==> src/core/spsp_pkg.sv <==
package spsp_pkg;

    // ------------------------------------------------------------------
    // Timing
    // ------------------------------------------------------------------
    localparam int CLK_PERIOD_NS  = 100;
    localparam int SCLK_PERIOD_NS = 400;
    localparam int HALF_CYCLES    = SCLK_PERIOD_NS / (2 * CLK_PERIOD_NS);
    localparam logic [3:0] HALF_LAST = 4'(HALF_CYCLES - 1);
    localparam int WORD_BITS      = 8;
    localparam logic [2:0] LAST_BIT  = 3'(WORD_BITS - 1);
    localparam logic [4:0] GAP_EXTRA = 5'h02;
    localparam logic [5:0] GAP_TRIM  = 6'h02;

    // ------------------------------------------------------------------
    // Register offsets
    // ------------------------------------------------------------------
    localparam logic [7:0] CTRL_OFS = 8'h00;
    localparam logic [7:0] TX0_OFS  = 8'h04;
    localparam logic [7:0] TX1_OFS  = 8'h08;
    localparam logic [7:0] RX0_OFS  = 8'h0C;
    localparam logic [7:0] RX1_OFS  = 8'h10;

    // ------------------------------------------------------------------
    // Control field positions
    // ------------------------------------------------------------------
    localparam int GO_BIT    = 0;
    localparam int WORDS_LSB = 8;
    localparam int POL_BIT   = 11;
    localparam int GAP_LSB   = 12;
    localparam int DONE_BIT  = 16;
    localparam int IE_BIT    = 17;

    // ------------------------------------------------------------------
    // Values after reset and encodings
    // ------------------------------------------------------------------
    localparam logic [1:0] WORDS_RST    = 2'h0;
    localparam logic       POL_RST      = 1'b0;
    localparam logic [3:0] GAP_RST      = 4'h0;
    localparam logic       IE_RST       = 1'b0;
    localparam logic [7:0] DATA_RST     = 8'h00;
    localparam logic [1:0] WORDS_BURST  = 2'h1;

    typedef enum logic [2:0] {
        SPSP_IDLE  = 3'b001,
        SPSP_SHIFT = 3'b010,
        SPSP_GAP   = 3'b100
    } spsp_state_t;

endpackage

==> src/core/spsp_ctrl.sv <==
// Chosen here: the register addresses and register access over APB.
`timescale 1ns/1ps

module spsp_ctrl (
    input  wire logic        clk,
    input  wire logic        rst,
    input  wire logic        psel,
    input  wire logic        penable,
    input  wire logic        pwrite,
    input  wire logic [7:0]  paddr,
    input  wire logic [31:0] pwdata,
    output logic      [31:0] prdata,
    output logic             pready,
    output logic             pslverr,
    output logic             serialClockLine,
    output logic             serialDataOut,
    input  wire logic        serialDataIn,
    output logic             chipSelectN,
    output logic             irqOut
);

    // ------------------------------------------------------------------
    // Declarations
    // ------------------------------------------------------------------
    spsp_pkg::spsp_state_t stateReg;
    logic [3:0]  halfCntReg;
    logic [2:0]  bitCntReg;
    logic [5:0]  gapCntReg;
    logic        secondReg;
    logic [7:0]  shiftReg;
    logic [7:0]  rxShiftReg;
    logic        sclkReg;
    logic        mosiReg;
    logic        csNReg;
    logic        doneReg;
    logic        ieReg;
    logic        polReg;
    logic [3:0]  gapReg;
    logic [1:0]  wordsReg;
    logic [7:0]  tx0Reg;
    logic [7:0]  tx1Reg;
    logic [7:0]  rx0Reg;
    logic [7:0]  rx1Reg;
    logic [31:0] prdataReg;
    logic        preadyReg;
    logic        pslverrReg;
    logic        irqReg;
    logic        misoMetaReg;
    logic        misoSyncReg;
    logic [31:0] readData;
    logic [4:0]  gapSum;
    logic [5:0]  gapLoad;
    logic        leadDlyReg;
    function automatic logic addrHit(input logic [7:0] a,
                                     input logic [7:0] ofs);
        return a == ofs;
    endfunction
    wire setupDone = psel & penable & ~preadyReg;
    wire accessEnd = psel & penable & preadyReg;
    wire wrEn      = accessEnd & pwrite;
    wire ctrlWr    = wrEn & addrHit(paddr, spsp_pkg::CTRL_OFS);
    wire idle      = stateReg == spsp_pkg::SPSP_IDLE;
    wire start     = ctrlWr & pwdata[spsp_pkg::GO_BIT] & idle;
    wire tick      = halfCntReg == 4'h0;
    wire leadNow   = (stateReg == spsp_pkg::SPSP_SHIFT) & tick &
                     (sclkReg == polReg);
    wire trailNow  = (stateReg == spsp_pkg::SPSP_SHIFT) & tick &
                     (sclkReg != polReg);
    wire wordEnd   = trailNow & (bitCntReg == spsp_pkg::LAST_BIT);
    wire burstGo   = ~secondReg & (wordsReg == spsp_pkg::WORDS_BURST);
    wire setDone   = wordEnd & ~burstGo;
    wire mapped    = (paddr <= spsp_pkg::RX1_OFS) & (paddr[1:0] == 2'h0);
    assign gapSum  = {1'b0, gapReg} + spsp_pkg::GAP_EXTRA;
    assign gapLoad = {gapSum, 1'b0} - spsp_pkg::GAP_TRIM;
    assign prdata          = prdataReg;
    assign pready          = preadyReg;
    assign pslverr         = pslverrReg;
    assign serialClockLine = sclkReg;
    assign serialDataOut   = mosiReg;
    assign chipSelectN     = csNReg;
    assign irqOut          = irqReg;
    // ------------------------------------------------------------------
    // APB slave
    // ------------------------------------------------------------------
    // One wait state lets read data and the error flag come from flops.
    always_comb begin
        readData = 32'h0000_0000;
        if (addrHit(paddr, spsp_pkg::CTRL_OFS)) begin
            readData[spsp_pkg::GO_BIT]          = ~idle;
            readData[spsp_pkg::WORDS_LSB +: 2]  = wordsReg;
            readData[spsp_pkg::POL_BIT]         = polReg;
            readData[spsp_pkg::GAP_LSB +: 4]    = gapReg;
            readData[spsp_pkg::DONE_BIT]        = doneReg;
            readData[spsp_pkg::IE_BIT]          = ieReg;
        end else if (addrHit(paddr, spsp_pkg::TX0_OFS)) begin
            readData[7:0] = tx0Reg;
        end else if (addrHit(paddr, spsp_pkg::TX1_OFS)) begin
            readData[7:0] = tx1Reg;
        end else if (addrHit(paddr, spsp_pkg::RX0_OFS)) begin
            readData[7:0] = rx0Reg;
        end else if (addrHit(paddr, spsp_pkg::RX1_OFS)) begin
            readData[7:0] = rx1Reg;
        end
    end
    always_ff @(posedge clk) begin
        if (rst) begin
            preadyReg  <= 1'b0;
            prdataReg  <= 32'h0000_0000;
            pslverrReg <= 1'b0;
        end else begin
            preadyReg <= setupDone;
            if (setupDone) begin
                prdataReg  <= pwrite ? 32'h0000_0000 : readData;
                pslverrReg <= ~mapped;
            end else if (accessEnd) begin
                pslverrReg <= 1'b0;
            end
        end
    end
    // ------------------------------------------------------------------
    // Configuration
    // ------------------------------------------------------------------
    // Shape is frozen in a transfer so no word in flight sees it change.
    always_ff @(posedge clk) begin
        if (rst) begin
            wordsReg <= spsp_pkg::WORDS_RST;
            polReg   <= spsp_pkg::POL_RST;
            gapReg   <= spsp_pkg::GAP_RST;
            ieReg    <= spsp_pkg::IE_RST;
            tx0Reg   <= spsp_pkg::DATA_RST;
            tx1Reg   <= spsp_pkg::DATA_RST;
        end else begin
            if (ctrlWr) begin
                ieReg <= pwdata[spsp_pkg::IE_BIT];
            end
            if (ctrlWr & idle) begin
                wordsReg <= pwdata[spsp_pkg::WORDS_LSB +: 2];
                polReg   <= pwdata[spsp_pkg::POL_BIT];
                gapReg   <= pwdata[spsp_pkg::GAP_LSB +: 4];
            end
            if (wrEn & idle & addrHit(paddr, spsp_pkg::TX0_OFS)) begin
                tx0Reg <= pwdata[7:0];
            end
            if (wrEn & idle & addrHit(paddr, spsp_pkg::TX1_OFS)) begin
                tx1Reg <= pwdata[7:0];
            end
        end
    end
    // ------------------------------------------------------------------
    // Done flag and interrupt
    // ------------------------------------------------------------------
    // A completion in the cycle of a clearing write keeps the flag set.
    always_ff @(posedge clk) begin
        if (rst) begin
            doneReg <= 1'b0;
        end else if (setDone) begin
            doneReg <= 1'b1;
        end else if (start | (ctrlWr & pwdata[spsp_pkg::DONE_BIT])) begin
            doneReg <= 1'b0;
        end
    end
    always_ff @(posedge clk) begin
        irqReg <= ~rst & doneReg & ieReg;
    end
    // ------------------------------------------------------------------
    // Serial input synchroniser
    // ------------------------------------------------------------------
    always_ff @(posedge clk) begin
        if (rst) begin
            misoMetaReg <= 1'b0;
            misoSyncReg <= 1'b0;
        end else begin
            misoMetaReg <= serialDataIn;
            misoSyncReg <= misoMetaReg;
        end
    end
    // ------------------------------------------------------------------
    // Transfer engine
    // ------------------------------------------------------------------
    always_ff @(posedge clk) begin
        if (rst | idle | start | tick) begin
            halfCntReg <= spsp_pkg::HALF_LAST;
        end else begin
            halfCntReg <= halfCntReg - 4'h1;
        end
    end
    always_ff @(posedge clk) begin
        if (rst) begin
            stateReg  <= spsp_pkg::SPSP_IDLE;
            sclkReg   <= spsp_pkg::POL_RST;
            csNReg    <= 1'b1;
            mosiReg   <= 1'b0;
            bitCntReg <= 3'h0;
            gapCntReg <= 6'h00;
            secondReg <= 1'b0;
            shiftReg  <= spsp_pkg::DATA_RST;
        end else begin
            case (stateReg)
                spsp_pkg::SPSP_IDLE: begin
                    sclkReg <= polReg;
                    csNReg  <= 1'b1;
                    if (start) begin
                        stateReg  <= spsp_pkg::SPSP_SHIFT;
                        csNReg    <= 1'b0;
                        shiftReg  <= tx0Reg;
                        mosiReg   <= tx0Reg[7];
                        bitCntReg <= 3'h0;
                        secondReg <= 1'b0;
                    end
                end
                spsp_pkg::SPSP_SHIFT: begin
                    if (leadNow) begin
                        sclkReg <= ~polReg;
                    end else if (trailNow) begin
                        sclkReg <= polReg;
                        if (wordEnd & burstGo) begin
                            stateReg  <= spsp_pkg::SPSP_GAP;
                            gapCntReg <= gapLoad;
                            secondReg <= 1'b1;
                            shiftReg  <= tx1Reg;
                            mosiReg   <= tx1Reg[7];
                            bitCntReg <= 3'h0;
                        end else if (wordEnd) begin
                            stateReg <= spsp_pkg::SPSP_IDLE;
                            csNReg   <= 1'b1;
                        end else begin
                            bitCntReg <= bitCntReg + 3'h1;
                            shiftReg  <= {shiftReg[6:0], 1'b0};
                            mosiReg   <= shiftReg[6];
                        end
                    end
                end
                spsp_pkg::SPSP_GAP: begin
                    if (tick & (gapCntReg == 6'h00)) begin
                        stateReg <= spsp_pkg::SPSP_SHIFT;
                    end else if (tick) begin
                        gapCntReg <= gapCntReg - 6'h01;
                    end
                end
                default: begin
                    stateReg <= spsp_pkg::SPSP_IDLE;
                end
            endcase
        end
    end
    always_ff @(posedge clk) begin
        if (rst) begin
            leadDlyReg <= 1'b0;
            rxShiftReg <= spsp_pkg::DATA_RST;
            rx0Reg     <= spsp_pkg::DATA_RST;
            rx1Reg     <= spsp_pkg::DATA_RST;
        end else begin
            leadDlyReg <= leadNow;
            if (leadDlyReg) begin
                rxShiftReg <= {rxShiftReg[6:0], misoSyncReg};
            end
            if (wordEnd & ~secondReg) begin
                rx0Reg <= rxShiftReg;
            end
            if (wordEnd & secondReg) begin
                rx1Reg <= rxShiftReg;
            end
        end
    end
    // ------------------------------------------------------------------
    // Checks
    // ------------------------------------------------------------------
    logic [7:0] sinceTrailReg;
    logic       afterGapReg;
    logic [7:0] gapExpect;
    localparam int HALF_CYCLES_L = spsp_pkg::HALF_CYCLES;
    assign gapExpect = 8'({3'h0, gapSum} * 8'(2 * HALF_CYCLES_L)) - 8'h01;
    always_ff @(posedge clk) begin
        if (rst | trailNow) begin
            sinceTrailReg <= 8'h00;
        end else if (sinceTrailReg != 8'hFF) begin
            sinceTrailReg <= sinceTrailReg + 8'h01;
        end
    end
    always_ff @(posedge clk) begin
        if (rst | leadNow) begin
            afterGapReg <= 1'b0;
        end else if (stateReg == spsp_pkg::SPSP_GAP) begin
            afterGapReg <= 1'b1;
        end
    end
endmodule

==> config.mk <==
export PLATFORM = sky130hd
export DESIGN_NAME = spsp_ctrl
export DESIGN_NICKNAME = d
export VERILOG_FILES = /design/src/core/spsp_pkg.sv /design/src/core/spsp_ctrl.sv
export SDC_FILE = /design/constraint.sdc
export NUM_CORES = 1
export LEC_CHECK = 0
export ABC_AREA = 1
export BUFFER_PORTS_ARGS = -buffer_cell sky130_fd_sc_hd__buf_4
export CORE_ASPECT_RATIO = 1.2
export CORE_MARGIN = 2
export CORE_UTILIZATION = 35
export DETAILED_ROUTE_END_ITERATION = 10
export HOLD_SLACK_MARGIN = 0.1
export SLEW_MARGIN = 20
export SYNTH_ARGS = -nofsm -noshare
export SYNTH_HDL_FRONTEND = slang
export SYNTH_SLANG_ARGS = --single-unit
==> constraint.sdc <==
create_clock -name clk -period 3.95 [get_ports clk]
set_input_delay 0.395 -clock clk [delete_from_list [all_inputs] [get_ports clk]]
set_output_delay 0.395 -clock clk [all_outputs]
set_load 0.02 [all_outputs]
==> impl_results.md <==
* Status: complete, no violations
* Share of the clock period used by the worst path at 59.6%
* Number of enable-type register cells in the synthesized netlist at 0
* Fraction of final layout cells with drive strength greater than 1 at 12.3%
* Proportion of power drawn by combinational gates at 17.9%
* First-pass GRT wire length at 20400 um
* Post-CTS sizing at 0
* Kind of critical path: flop to flop
* Utilization after layout at 41.7%
* Commonest non-fill, non-tap cell in the layout: sky130_fd_sc_hd__nand2_1
* Detailed-routed wire length on met2 at 6030 um
* Vert. Die Dim at 132 um
* Pin count of the biggest net entering global routing at 46
* Non-Filler Instances at 901
* Bufs and invs on worst path at 1
* Clock power share at 37.9%
* Post-layout min period at 2.35 ns
* Flip-flop and latch count after synthesis at 99
* Starting Density at 35.9%
* Worst relative slew slack at 48.2%
* Number of placed I/O pins at 84
* Setup repair after global routing missed its margin: no
* Clock input transition at the sequential cells of the worst setup and hold paths at 0.07 ns
* Commonest cells after routing, fill and taps aside: sky130_fd_sc_hd__nand2_1 (120), sky130_fd_sc_hd__nor2_1 (114), sky130_fd_sc_hd__dfxtp_1 (99), sky130_fd_sc_hd__inv_1 (71)
* Number of nets with antenna violations after routing at 0
* Number of max-cap violations at 0
* Full die area at 14600 um^2
* Routability congestion estimate from global placement at 0.826
* Count of routing violations after the opening detailed-route iteration at 238
* Max Freq at 425 MHz
* Max Used Layer: met4
* Cell Count Post-Placement at 885
* Filler instances at 1370
* Worst-Margin Slew at 0.774 ns
* Number of warnings issued by yosys at 0
* Predominant post-synthesis flop cell: sky130_fd_sc_hd__dfxtp_1
* Longest individual stage delay on the worst path at 0.48 ns
* Clk root buf: sky130_fd_sc_hd__clkbuf_16
* Routed length on met1 at 5400 um
* Internal Power at 0.00178 W
* Synthesis-to-layout area growth at 16.3%
* Routed wire length at 12300 um
* Endpoint class of the critical path: flop
* Number of search-and-repair iterations in the first detailed-routing pass at 4
* Avg WL per Cell at 13.7 um
* Fraction of registers with async set or reset after synthesis at 0%
* Width of the die at 111 um
* Pwr dens at 451 nW/um^2
* TritonCTS clock tree: done
* Nets at 783
* Post-detailed-route DRC marker count at 0
* Post-CTS Hold Fix Bufs at 0
* Combined global-route utilization of all metal layers at 17.1%
* Std-Cell Core Area at 13300 um^2
* Number of buffers created by CTS at 9
* Via count of the routed design at 4489
* Critical path arrival at 2.64 ns
* HPWL after detailed placement at 8820 um
* Vias per std cell at 4.98
* Total number of clock tree sinks at 99
* Cell types occupying the most area after synthesis: sky130_fd_sc_hd__dfxtp_1 (42%), sky130_fd_sc_hd__nand2_1 (9.4%), sky130_fd_sc_hd__nor2_1 (9.0%)
* H-tree levels at 3
* Total setup buffers inserted after CTS at 0
* VDD IR-drop max at 196 uV
* Netlist area before placement at 4770 um^2
* Static power due to leakage at 2.36 nW
* Instance count of the mapped netlist at 687
* Cells along the critical path: nand3_2 > nor2_4 > nand4_1 > nand2_1 > nand2_2 > inv_1 > nor2_1 > nor2_1
* Library cell appearing most often on the critical path: sky130_fd_sc_hd__nor2_1
* Worst-case clock buffer depth at 2
* Number of antenna repair diodes at 0
* Number of global-route vias before repair at 4219
* Hold Vio Cnt, Final at 0
* Row count at 46
* Critical Path Start Type: flop
* Library cell occupying the most area in the post-synthesis netlist: sky130_fd_sc_hd__dfxtp_1
* Antenna violations before repair at 0
* Sequential element share of the synthesized area at 41.5%
* Netlist cell types at 31
* Reported net switching power at 0.000726 W
* Worst-path cell with the longest stage delay: sky130_fd_sc_hd__nand4_1
* Part of the total power dissipated in sequential elements at 44.2%
* Worst hold margin at 0.246 ns
* Type of the tightest min-delay check: input port to flop
* Top Family by Delay on Critical Path: simple AND/OR/NAND/NOR gates
* Max Transition Viols Final at 0
* Total global routing overflow at 0
* Critical path data required time at 4.24 ns
* Met3 WL at 560 um
* Mean instance size in the synthesized netlist at 6.95 um^2
* Fraction of synthesized cell area taken by the top area cell type at 41.5%
* Post-Route Setup TNS at 0 ns
* Proportion of total power due to net switching at 29.0%
* Top fanout value on the critical path at 13
* Count of final setup violators at 0
* Clock Latency Late Sink at 0.36 ns
* IO Port Bufs at 53
* Setup skew after layout at 0.00952 ns
[synthesized netlist by cell type, drive strengths merged, types with 8 or more instances]
cell and count:
nor4 8, a21oi 55, nor3 22, nor2 119
nand3 58, dfxtp 99, nand2 124, buf 23
clkbuf 17, nand4 13, ha 9, inv 74
o21ai 51
[path summary, 6_finish.rpt]
| path | start | end | slack (ns) | cells past startpoint |
|---|---|---|---|---|
| setup / recovery | stateReg[1] | gapCntReg[0] | 1.60 | 8 |
| hold / removal | serialDataIn | misoMetaReg | 0.25 | 3 |
| setup reg to reg | stateReg[1] | gapCntReg[0] | 1.60 | 8 |
| hold reg to reg | halfCntReg[0] | halfCntReg[0] | 0.40 | 1 |
[flip-flops by register name, indices dropped and copies added, names as in the netlist, 2 cells and up]
register    count
prdata         17
rx0Reg          8
rx1Reg          8
rxShiftReg      8
tx0Reg          8
tx1Reg          8
shiftReg        7
gapCntReg       6
gapReg          4
halfCntReg      4
bitCntReg       3
stateReg        3
wordsReg        2
[stage by stage]
stage	setup slack (ns)	total power (W)	cell area [um^2]
2_1_floorplan	2.34	0.00148	4830
3_3_place_gp	1.49	0.00156	5230
3_5_place_dp	1.48	0.00158	5230
4_1_cts	1.64	0.00252	5550
5_1_grt	1.36	0.00264	5550
6_report	1.60	0.00250	5550
[power groups by stage]
| stage | combinational, W | sequential [W] | clock (W) |
|---|---|---|---|
| 6_report | 0.000449 | 0.00111 | 0.000948 |
| 5_1_grt | 0.000519 | 0.00111 | 0.00100 |
| 4_1_cts | 0.000449 | 0.00111 | 0.000959 |
| 3_5_place_dp | 0.000447 | 0.00113 | 0 |
| 3_3_place_gp | 0.000436 | 0.00113 | 0 |
| 2_1_floorplan | 0.000347 | 0.00113 | 0 |
[logic make-up after synthesis]
| family | Yosys count | synth area share, % |
|---|---|---|
| other | 1 | 0.0786 |
| adders and majority gates | 9 | 2.36 |
| and+or+nand+nor | 347 | 32.6 |
| DFF | 99 | 41.5 |
| buffers and inverters | 115 | 10.6 |
| xor gates and xnor gates | 6 | 1.10 |
| AOI/OAI and AO/OA | 110 | 11.7 |
[layout make-up]
class                   count  area, um^2  share of cell area [%]
inverters                  75         282                    5.07
clock inverters             6        88.8                    1.60
well taps                 168         210                    3.79
multi-input cells         487        2340                    42.1
flip-flops and latches     99        1980                    35.7
clock buffers              10         229                    4.13
repair buffers             56         420                    7.57
[tightest hold or removal path, stage by stage]
cell                     delay, ns
sky130_fd_sc_hd__buf_4        0.08
sky130_fd_sc_hd__inv_1        0.03
sky130_fd_sc_hd__nor2_1       0.07
[routing by layer]
layer  up-vias  GRT usage [%]
met5         -              0
met2       110           29.2
li1       2284              -
met3        22           3.40
met1      2073           21.0
met4         0           7.36
(Power assumes the default switching activity.)
